**config.mk**
```make
export PLATFORM = sky130hd
export DESIGN_NAME = buck_charger_gate_control
export DESIGN_NICKNAME = d
export VERILOG_FILES = /design/src/charger_gate_pkg.sv /design/src/buck_charger_gate_control.sv
export SDC_FILE = /design/constraint.sdc
export NUM_CORES = 1
export LEC_CHECK = 0
export BUFFER_PORTS_ARGS = -buffer_cell sky130_fd_sc_hd__buf_2
export CAP_MARGIN = 20
export CORE_MARGIN = 10
export CORE_UTILIZATION = 40
export CTS_CLUSTER_DIAMETER = 50
export DETAILED_ROUTE_END_ITERATION = 7
export GPL_TIMING_DRIVEN = 1
export SLEW_MARGIN = 20
export SYNTH_ARGS = -nofsm -noshare
export SYNTH_HDL_FRONTEND = slang
export SYNTH_SLANG_ARGS = --single-unit
```
**constraint.sdc**
```tcl
create_clock -name clk_i -period 6.98 [get_ports clk_i]
set_input_delay 0.349 -clock clk_i [delete_from_list [all_inputs] [get_ports clk_i]]
set_output_delay 0.349 -clock clk_i [all_outputs]
set_load 0.005 [all_outputs]
```
**src/charger_gate_pkg.sv**
```systemverilog
// Purpose: Shared constants and types for the buck charger gate control
// Assumes: 100 MHz core clock
// Notes:   Register map is a plain strobe port with one-cycle read latency

package charger_gate_pkg;

  localparam int unsigned CLK_MHZ = 100;

  // Timing figures in their own units, and derived cycle counts
  localparam int unsigned DEAD_NS         = 30;
  localparam int unsigned DEAD_CYC        = (DEAD_NS * CLK_MHZ + 999) / 1000;
  localparam int unsigned REFRESH_NS      = 80;
  localparam int unsigned REFRESH_CYC     = (REFRESH_NS * CLK_MHZ) / 1000;
  localparam int unsigned STEP_US         = 1600;
  localparam int unsigned STEP_CYC        = STEP_US * CLK_MHZ;
  localparam int unsigned PATH_GAP_US     = 10;
  localparam int unsigned PATH_GAP_CYC    = (PATH_GAP_US * CLK_MHZ + 0) / 1;
  localparam int unsigned PERIOD_CYC      = 166;
  localparam int unsigned MAX_DUTY_PERMIL = 995;
  localparam int unsigned MAX_ON_CYC      = (PERIOD_CYC * MAX_DUTY_PERMIL) / 1000;
  localparam int unsigned BOOT_LOW_CYCLES = 3;
  localparam int unsigned RAMP_STEPS      = 8;

  // Register indices
  localparam logic [3:0] REG_CTRL   = 4'h0;
  localparam logic [3:0] REG_ISET   = 4'h1;
  localparam logic [3:0] REG_STATUS = 4'h2;
  localparam logic [3:0] REG_IREF   = 4'h3;

  localparam logic [7:0]  ISET_RST = 8'h80;
  localparam logic [31:0] RD_ZERO  = 32'h0000_0000;

  typedef enum logic [1:0] {
    PATH_BAT  = 2'b00,
    PATH_GAP  = 2'b01,
    PATH_AC   = 2'b10
  } path_e;

  typedef enum logic [1:0] {
    PH_IDLE = 2'b00,
    PH_HIGH = 2'b01,
    PH_DEAD = 2'b10,
    PH_LOW  = 2'b11
  } phase_e;

  // Comparator flags from the analog front end
  typedef struct packed {
    logic pwm_req;          // Loop comparator: error amp above ramp
    logic boot_low;         // Bootstrap supply below 4.2 V
    logic sense_above_5mv;  // Charge sense above 5 mV
    logic avg_below_1p25mv; // Averaged sense below 1.25 mV
    logic bat_below_2v;
    logic bat_ovp;          // Battery at or above 102 %
    logic over_current;     // Above 160 % of programmed
    logic input_ov;
    logic supply_uv;
    logic thermal_hot;      // Above 145 C
    logic thermal_cool;     // Below 130 C
    logic adapter_present;
  } comp_s;

endpackage

```
**src/buck_charger_gate_control.sv**
```systemverilog
// Purpose: Gate sequencing, protections and power-path selection
// Assumes: Comparator flags are asynchronous levels from the analog side
// Notes:   Switching period fixed at PERIOD_CYC clock cycles

`timescale 1ns/1ps
`default_nettype none

module buck_charger_gate_control #(
  parameter int unsigned STEP_CYCLES = charger_gate_pkg::STEP_CYC,
  parameter int unsigned GAP_CYCLES  = charger_gate_pkg::PATH_GAP_CYC
) (
  input  wire logic                    clk_i,
  input  wire logic                    nrst_i,
  input  wire charger_gate_pkg::comp_s comp_i,
  input  wire logic [3:0]              addr_i,
  input  wire logic [31:0]             wdata_i,
  input  wire logic                    wr_i,
  input  wire logic                    rd_i,
  output logic      [31:0]             rdata_o,
  output logic                         high_gate_o,
  output logic                         low_gate_o,
  output logic                         adapter_path_switch_o,
  output logic                         battery_path_switch_o,
  output logic                         gate_drive_regulator_o,
  output logic                         discharge_sink_o,
  output logic                         timer_pause_o,
  output logic      [7:0]              iref_o
);

  //////////////////////////////////////////////////////////////////////////////
  // Input synchronisers

  charger_gate_pkg::comp_s meta_q;
  charger_gate_pkg::comp_s cmp_q;

  always_ff @(posedge clk_i or negedge nrst_i) begin
    if (!nrst_i) begin
      meta_q <= '0;
      cmp_q  <= '0;
    end else begin
      meta_q <= comp_i;
      cmp_q  <= meta_q;
    end
  end

  //////////////////////////////////////////////////////////////////////////////
  // Registers

  logic       charge_en_q;
  logic [7:0] iset_q;
  logic       rd_pend_q;
  logic [3:0] rd_addr_q;

  wire wr_ctrl = wr_i && (addr_i == charger_gate_pkg::REG_CTRL);
  wire wr_iset = wr_i && (addr_i == charger_gate_pkg::REG_ISET);

  always_ff @(posedge clk_i or negedge nrst_i) begin
    if (!nrst_i) begin
      charge_en_q <= 1'b0;
      iset_q      <= charger_gate_pkg::ISET_RST;
      rd_pend_q   <= 1'b0;
      rd_addr_q   <= 4'h0;
    end else begin
      if (wr_ctrl) begin
        charge_en_q <= wdata_i[0];
      end
      if (wr_iset) begin
        iset_q <= wdata_i[7:0];
      end
      rd_pend_q <= rd_i;
      rd_addr_q <= addr_i;
    end
  end

  //////////////////////////////////////////////////////////////////////////////
  // Thermal hysteresis and charge qualification

  logic thermal_q;

  always_ff @(posedge clk_i or negedge nrst_i) begin
    if (!nrst_i) begin
      thermal_q <= 1'b0;
    end else if (cmp_q.thermal_hot) begin
      thermal_q <= 1'b1;
    end else if (cmp_q.thermal_cool) begin
      thermal_q <= 1'b0;
    end
  end

  charger_gate_pkg::path_e path_q;

  // Charging needs the adapter path settled; a trip drops it at once
  wire charging = charge_en_q && !cmp_q.supply_uv && !cmp_q.input_ov
                  && !thermal_q && (path_q == charger_gate_pkg::PATH_AC);

  assign discharge_sink_o = charging;
  assign timer_pause_o    = cmp_q.bat_ovp || thermal_q;
  assign gate_drive_regulator_o = !cmp_q.supply_uv;

  //////////////////////////////////////////////////////////////////////////////
  // Power-path selector with break-before-make gap

  logic [$clog2(GAP_CYCLES+1)-1:0] gap_cnt_q;

  wire want_ac  = cmp_q.adapter_present && !cmp_q.input_ov;
  wire gap_done = (gap_cnt_q == '0);

  always_ff @(posedge clk_i or negedge nrst_i) begin
    if (!nrst_i) begin
      path_q    <= charger_gate_pkg::PATH_BAT;
      gap_cnt_q <= '0;
    end else begin
      case (path_q)
        charger_gate_pkg::PATH_BAT: begin
          if (want_ac && !cmp_q.supply_uv) begin
            path_q    <= charger_gate_pkg::PATH_GAP;
            gap_cnt_q <= ($clog2(GAP_CYCLES+1))'(GAP_CYCLES - 1);
          end
        end
        charger_gate_pkg::PATH_GAP: begin
          // A request that flips mid-gap still waits the whole gap out
          if (gap_done) begin
            path_q <= want_ac ? charger_gate_pkg::PATH_AC : charger_gate_pkg::PATH_BAT;
          end else begin
            gap_cnt_q <= gap_cnt_q - 1'b1;
          end
        end
        charger_gate_pkg::PATH_AC: begin
          if (!want_ac || cmp_q.supply_uv) begin
            path_q    <= charger_gate_pkg::PATH_GAP;
            gap_cnt_q <= ($clog2(GAP_CYCLES+1))'(GAP_CYCLES - 1);
          end
        end
        default: path_q <= charger_gate_pkg::PATH_BAT;
      endcase
    end
  end

  // Both directions sit out the full gap with both switches off
  assign adapter_path_switch_o = !cmp_q.supply_uv && (path_q == charger_gate_pkg::PATH_AC);
  assign battery_path_switch_o = !cmp_q.supply_uv
                                 && (path_q == charger_gate_pkg::PATH_BAT);

  //////////////////////////////////////////////////////////////////////////////
  // Soft-start current reference

  logic                              charging_q;
  logic [3:0]                        step_q;
  logic [$clog2(STEP_CYCLES+1)-1:0] step_cnt_q;

  wire fast_entry = charging && !charging_q;
  wire step_tick  = (step_cnt_q == ($clog2(STEP_CYCLES+1))'(STEP_CYCLES - 1));

  always_ff @(posedge clk_i or negedge nrst_i) begin
    if (!nrst_i) begin
      charging_q <= 1'b0;
      step_q     <= 4'h0;
      step_cnt_q <= '0;
    end else begin
      charging_q <= charging;
      // The idle cycle before entry reloads step one, so entry starts counting
      if (!charging) begin
        step_q     <= 4'h1;
        step_cnt_q <= '0;
      end else if (step_q != 4'(charger_gate_pkg::RAMP_STEPS)) begin
        if (step_tick) begin
          step_cnt_q <= '0;
          step_q     <= step_q + 4'h1;
        end else begin
          step_cnt_q <= step_cnt_q + 1'b1;
        end
      end
    end
  end

  logic [11:0] iref_prod;
  assign iref_prod = iset_q * step_q;
  assign iref_o    = charging ? iref_prod[10:3] : 8'h00;

  //////////////////////////////////////////////////////////////////////////////
  // Switching period, bootstrap watch and mode

  logic [7:0] per_q;
  logic [1:0] boot_cnt_q;
  logic       boot_seen_q;

  wire cycle_start = (per_q == 8'(charger_gate_pkg::PERIOD_CYC - 1));
  wire sync_mode   = cmp_q.sense_above_5mv && !cmp_q.bat_below_2v
                     && !cmp_q.avg_below_1p25mv;
  wire hs_block    = cmp_q.bat_ovp || cmp_q.over_current || !charging;
  wire boot_force  = (boot_cnt_q == 2'(charger_gate_pkg::BOOT_LOW_CYCLES));

  always_ff @(posedge clk_i or negedge nrst_i) begin
    if (!nrst_i) begin
      per_q       <= 8'h00;
      boot_cnt_q  <= 2'h0;
      boot_seen_q <= 1'b0;
    end else begin
      per_q <= cycle_start ? 8'h00 : per_q + 8'h01;
      if (cmp_q.boot_low) begin
        boot_seen_q <= 1'b1;
      end
      if (cycle_start) begin
        boot_seen_q <= 1'b0;
        if (boot_force || !boot_seen_q) begin
          boot_cnt_q <= 2'h0;
        end else if (boot_seen_q) begin
          boot_cnt_q <= boot_cnt_q + 2'h1;
        end
      end
    end
  end

  //////////////////////////////////////////////////////////////////////////////
  // Gate sequencer

  charger_gate_pkg::phase_e ph_q;
  logic [3:0] ph_cnt_q;
  logic       ls_done_q;
  logic       from_low_q;
  logic       hs_this_q;
  logic       duty_seen_q;

  wire hs_want    = cmp_q.pwm_req && !hs_block && !boot_force
                    && (per_q < 8'(charger_gate_pkg::MAX_ON_CYC));
  wire refresh_rq = cmp_q.boot_low && !ls_done_q;
  wire ls_want    = charging && !ls_done_q
                    && ((sync_mode && cmp_q.sense_above_5mv
                         && (duty_seen_q || hs_this_q)) || boot_force
                        || refresh_rq);
  wire dead_done  = (ph_cnt_q == 4'(charger_gate_pkg::DEAD_CYC - 1));
  wire pulse_done = !sync_mode && !boot_force
                    && (ph_cnt_q == 4'(charger_gate_pkg::REFRESH_CYC - 1));

  always_ff @(posedge clk_i or negedge nrst_i) begin
    if (!nrst_i) begin
      ph_q      <= charger_gate_pkg::PH_IDLE;
      ph_cnt_q   <= 4'h0;
      ls_done_q  <= 1'b0;
      from_low_q <= 1'b0;
    end else begin
      ph_cnt_q <= ph_cnt_q + 4'h1;
      if (cycle_start) begin
        ls_done_q <= 1'b0;
      end
      case (ph_q)
        charger_gate_pkg::PH_IDLE: begin
          if (hs_want) begin
            ph_q <= charger_gate_pkg::PH_HIGH;
          end else if (ls_want) begin
            ph_q     <= charger_gate_pkg::PH_LOW;
            ph_cnt_q <= 4'h0;
          end
        end
        charger_gate_pkg::PH_HIGH: begin
          if (!hs_want) begin
            ph_q       <= charger_gate_pkg::PH_DEAD;
            ph_cnt_q   <= 4'h0;
            from_low_q <= 1'b0;
          end
        end
        charger_gate_pkg::PH_DEAD: begin
          // Hand over to the other switch first, so neither side starves
          if (dead_done) begin
            if (hs_want && (from_low_q || !ls_want)) begin
              ph_q <= charger_gate_pkg::PH_HIGH;
            end else if (ls_want) begin
              ph_q <= charger_gate_pkg::PH_LOW;
            end else begin
              ph_q <= charger_gate_pkg::PH_IDLE;
            end
            ph_cnt_q <= 4'h0;
          end
        end
        charger_gate_pkg::PH_LOW: begin
          // Leaving low-side always passes dead time before high-side;
          // a refresh pulse runs its full width even under a duty request
          if (!ls_want || pulse_done || (hs_want && sync_mode) || cycle_start) begin
            ph_q       <= charger_gate_pkg::PH_DEAD;
            ph_cnt_q   <= 4'h0;
            from_low_q <= 1'b1;
            if (!sync_mode || !cmp_q.sense_above_5mv) begin
              ls_done_q <= 1'b1;
            end
          end
        end
        default: ph_q <= charger_gate_pkg::PH_IDLE;
      endcase
    end
  end

  assign high_gate_o = (ph_q == charger_gate_pkg::PH_HIGH) && !hs_block;
  assign low_gate_o  = (ph_q == charger_gate_pkg::PH_LOW) && charging;

  // A whole period without high-side drive withdraws synchronous low-side drive
  always_ff @(posedge clk_i or negedge nrst_i) begin
    if (!nrst_i) begin
      hs_this_q   <= 1'b0;
      duty_seen_q <= 1'b0;
    end else if (cycle_start) begin
      hs_this_q   <= 1'b0;
      duty_seen_q <= hs_this_q || high_gate_o;
    end else if (high_gate_o) begin
      hs_this_q <= 1'b1;
    end
  end

  //////////////////////////////////////////////////////////////////////////////
  // Read data

  wire [31:0] status_word = {24'h0, 1'b0, thermal_q, sync_mode, charging,
                             boot_force, path_q, cmp_q.bat_ovp};

  always_ff @(posedge clk_i or negedge nrst_i) begin
    if (!nrst_i) begin
      rdata_o <= charger_gate_pkg::RD_ZERO;
    end else if (rd_i) begin
      case (addr_i)
        charger_gate_pkg::REG_CTRL:   rdata_o <= {31'h0, charge_en_q};
        charger_gate_pkg::REG_ISET:   rdata_o <= {24'h0, iset_q};
        charger_gate_pkg::REG_STATUS: rdata_o <= status_word;
        charger_gate_pkg::REG_IREF:   rdata_o <= {24'h0, iref_o};
        default:                      rdata_o <= charger_gate_pkg::RD_ZERO;
      endcase
    end else begin
      rdata_o <= charger_gate_pkg::RD_ZERO;
    end
  end

  //////////////////////////////////////////////////////////////////////////////
  // Assertions

  never_both_a: assert property (@(posedge clk_i) disable iff (!nrst_i)
    !(high_gate_o && low_gate_o)) else $error("both gates on");
  dead_gap_a: assert property (@(posedge clk_i) disable iff (!nrst_i)
    $fell(high_gate_o) |-> !low_gate_o [*3]) else $error("dead time short");
  ovp_block_a: assert property (@(posedge clk_i) disable iff (!nrst_i)
    cmp_q.bat_ovp |-> !high_gate_o) else $error("high on in overvoltage");
  ocp_block_a: assert property (@(posedge clk_i) disable iff (!nrst_i)
    cmp_q.over_current |-> !high_gate_o) else $error("high on in overcurrent");
  uv_off_a: assert property (@(posedge clk_i) disable iff (!nrst_i)
    cmp_q.supply_uv |-> !adapter_path_switch_o && !battery_path_switch_o
    && !low_gate_o) else $error("active in undervoltage");
  path_bbm_a: assert property (@(posedge clk_i) disable iff (!nrst_i)
    $fell(battery_path_switch_o) |-> !adapter_path_switch_o [*8])
    else $error("path overlap");
  path_back_a: assert property (@(posedge clk_i) disable iff (!nrst_i)
    $fell(adapter_path_switch_o) |-> !battery_path_switch_o [*8])
    else $error("path overlap back");
  sink_chg_a: assert property (@(posedge clk_i) disable iff (!nrst_i)
    discharge_sink_o == charging) else $error("sink outside charge");
  pause_a: assert property (@(posedge clk_i) disable iff (!nrst_i)
    (thermal_q || cmp_q.bat_ovp) |-> timer_pause_o) else $error("timer not paused");
  ramp_rst_a: assert property (@(posedge clk_i) disable iff (!nrst_i)
    fast_entry |=> step_q == 4'h1) else $error("ramp not restarted");
  ovin_a: assert property (@(posedge clk_i) disable iff (!nrst_i)
    cmp_q.input_ov |-> !charging ##1 !adapter_path_switch_o)
    else $error("charge in input overvoltage");

  hs_cov: cover property (@(posedge clk_i) $rose(high_gate_o));
  ls_cov: cover property (@(posedge clk_i) $fell(high_gate_o) ##[1:10] low_gate_o);
  boot_cov: cover property (@(posedge clk_i) boot_force);
  ac_cov: cover property (@(posedge clk_i) $rose(adapter_path_switch_o));

endmodule

`default_nettype wire

```
==> summary.txt <==
Outcome
  • Status: finished, final reports clean

CTS
  • Clk_lat worst skew: 0.35 ns
  • Sink Count: 97
  • Reg clk slew, reported paths: 0.07 ns
  • Clk root buf: clkbuf_16
  • Resized cells post-CTS: 0
  • H-tree Lvls: 3
  • Num CTS Buffers: 9
  • CTS tree: yes
  • Maximum buffer depth of the clock tree: 2

Die
  • Die Y: 137.2 um
  • Cell row count: 42
  • Core area: 0.01335 mm2
  • Die Wd: 137.2 um
  • Die area: 0.01882 mm2
  • IO Pins: 99
  • Initial Util: 41.14%

STA
  • Tmin final: 4.629 ns
  • Fin crit share: 66.32%
  • RSZ-0062 raised after global routing: no
  • Slew of the pin with the lowest slew margin: 0.8520 ns
  • Total negative slack: 0 ns
  • Fmax: 216.0 MHz
  • Post-route setup slack: 2.351 ns
  • Final Hold Vio Count: 0
  • Slew Limit Headroom: 42.99%
  • Max-slew violations: 0
  • # setup viols final: 0
  • Clock Skew: 0.01032 ns

Synth
  • Ys async rst share: 100.0%
  • Synth Register Bits: 97
  • Mapped Area: 0.005492 mm2
  • Post-Synthesis Cells: 542
  • Prevailing post-synth register cell: dfrtp_1
  • Post-synth EDFFs: 0
  • Post-synthesis cell type count: 70
  • Seq/Total Area, Yosys: 44.22%
  • Yosys warns: 0
  • Syn Area/Cell: 10.13 um2

Cells and area
  • N_diodes: 0
  • Non-filler cells in the finished layout: 771
  • Final instance area: 0.006110 mm2
  • Fill count: 1,268
  • Area growth syn-to-layout: 11.26%
  • Share of cells above drive strength 1: 15.46%
  • Fin nets: 676

Critical path
  • Critical path cell sequence: and2_1 > fa_1 > inv_1 > fa_1 > inv_1 > ha_1 > nor2b_1 > o31a_1 > o41ai_1 > a21oi_1 > nor3b_1 > buf_2
  • Max stage delay on crit path: 0.58 ns
  • WP data arrival: 4.28 ns
  • Critical path fanouts, max: 11
  • Critical path endpoint category: output port
  • WS Path Type: reg -> out
  • Critical-path top delay cell: o41ai_1
  • Worst setup SP type: register
  • Critical Path RT: 6.63 ns

Route
  • DRC viols: 0
  • Initial drt markers: 268
  • Wire length per cell: 14.94 um
  • Number of nets still failing antenna checks after routing: 0
  • Final WL: 11.52 mm
  • DR vias: 4,019
  • Pre-antenna DRT Iters: 4
  • Avg Vias per Cell: 5.213

Run
  • MaxCap Viol Count: 0

Place
  • DP Worst Slack: 2.746 ns
  • Placed wire-length estimate after detailed placement: 8.724 mm
  • Cells after DPL: 754
  • DP Area: 0.005802 mm2
  • IO buf count: 50
  • Final GP Congestion: 0.8835

Power and ir drop
  • Total Power: 1.356 mW
  • Reg power frac: 50.1%
  • PwrDens: 222.0 mW/mm2
  • Sw Pwr: 384.4 uW
  • VDD IR max: 103.3 uV
  • Internal: 972.0 uW
  • Combinational power share: 14.1%
  • Clock power frac: 35.7%
  • Switching share of power: 28.34%
  • Leakage: 2.853 nW

Min path
  • Hold crit path type: in -> reg

Global routing
  • Global Route Usage Sum: 12.93%
  • Vias in the first global route: 4,029
  • Grt ovf: 0
  • First-pass GRT wire length: 19.61 mm
  • Largest net degree at the start of global routing: 59
  • Initial antenna violation count: 0
[synth_stat cells, drive strengths merged (6+ instances only)]
cell / instances / area share (%)
dfrtp: 96 / 44
nor2: 45 / 3.1
inv: 40 / 2.7
nand2: 37 / 2.7
buf: 30 / 4.1
and2: 26 / 3.0
nand3: 24 / 2.2
ha: 22 / 5.0
xnor2: 20 / 3.2
o21ai: 17 / 1.5
nor3: 15 / 1.5
a21oi: 13 / 1.3
fa: 12 / 4.4
mux2: 11 / 2.3
nand4: 11 / 1.3
xor2: 10 / 1.6
a21o: 8 / 1.1
clkbuf: 8 / 0.55
nor2b: 7 / 0.80
nor3b: 7 / 1.2
nor4: 7 / 0.91
and4: 6 / 0.96
[state kept, by name, indices dropped and copies added, names as in the netlist, 8 cells and up]
| name | count |
|---|---|
| cmp_q | 12 |
| meta_q | 12 |
| per_q | 8 |
| rdata_o | 8 |
| iset_q | 8 |
| step_cnt_q | 18 |
| gap_cnt_q | 10 |
[final timing paths]
path                                start          to  slack (ns)  cells past startpoint
max in group asynchronous          nrst_i  from_low_q        5.37                      3
worst min-delay path            comp_i[5]   meta_q[5]         0.1                      1
min in group asynchronous          nrst_i  meta_q[10]        0.50                      2
worst min register to register  meta_q[2]    cmp_q[2]        0.34                      0
worst max register to register  step_q[3]  rdata_o[7]        3.16                     11
worst max-delay path            step_q[3]   iref_o[7]        2.35                     12
[worst max-delay path, delay by kind of cell, from the launching register on]
family | cells | cell delay [ns]
AOI/OAI and AO/OA | 3 | 1.02
adders and majority gates | 3 | 1.39
and+or+nand+nor | 3 | 0.75
buffers and inverters | 3 | 0.30
DFF | 1 | 0.49
[final cells by class]
type	instances	area (um2)	share of cell area, %
Inverter	40	150.1	2.458
Sequential cell	97	2429	39.75
Clock buffer	10	239.0	3.912
Multi-Input combinational cell	390	2743	44.89
Clock inverter	6	58.81	0.9625
Timing Repair Buffer	52	270.3	4.424
Tap cell	176	220.2	3.604
[cells by family after synthesis]
family                   count (synthesis)  synth area share [%]
buffers and inverters                   78                 7.405
flip-flops                              97                 44.22
multiplexers                            14                 2.871
XOR/XNOR                                30                 4.785
adder cells (fa/ha/maj)                 34                 9.387
AO/OA/AOI/OAI                           78                 10.16
other                                    1               0.06829
AND/OR/NAND/NOR                        210                 21.10
[per-stage QoR]
step	hold slack (ns)	utilization (%)
after CTS	0.08297	45.77
final	0.09579	45.77
after floorplan	0.05341	-
after global routing	0.07489	45.77
after detailed placement	0.3347	43.47
after global placement	0.3340	43.47
[power groups by stage]
stage               Clock (mW)  Combinational (mW)  Sequential, mW
floorplan                    0               0.160           0.672
global placement             0               0.184           0.690
detailed placement           0               0.192           0.692
CTS                      0.502               0.194           0.681
global route             0.529               0.223           0.691
finish                   0.485               0.192           0.680
[routing by layer]
layer / global-route usage, % / up-vias / share of wire (%)
met3: 3.532 / 17 / 6.4
met5: 0 / - / 0
li1: - / 1930 / -
met2: 20.80 / 106 / 47
met1: 15.98 / 1966 / 44
met4: 5.562 / 0 / 2.3
[cell usage in the layout, fill, tap and decap left out, types with 5 or more instances in the layout]
master	n
a21o_1	8
a21oi_1	12
a22o_1	5
and2_1	26
and4_1	6
buf_2	49
clkbuf_16	9
conb_1	24
dfrtp_1	96
fa_1	12
ha_1	22
inv_1	40
mux2_2	10
nand2_1	35
nand3_1	24
nand4_1	11
nor2_1	45
nor2b_1	7
nor3_1	14
nor3b_1	6
nor4_1	6
o21ai_0	17
xnor2_1	20
xor2_1	10
[timing repair]
item / in CTS / in global routing
setup buffers: 0 / 0
hold buffers: 1 / 0
endpoints found under the setup margin: 0 / 0
endpoints found under the hold margin: 38 / 0
Note: power is estimated with default switching activity, not from simulation.
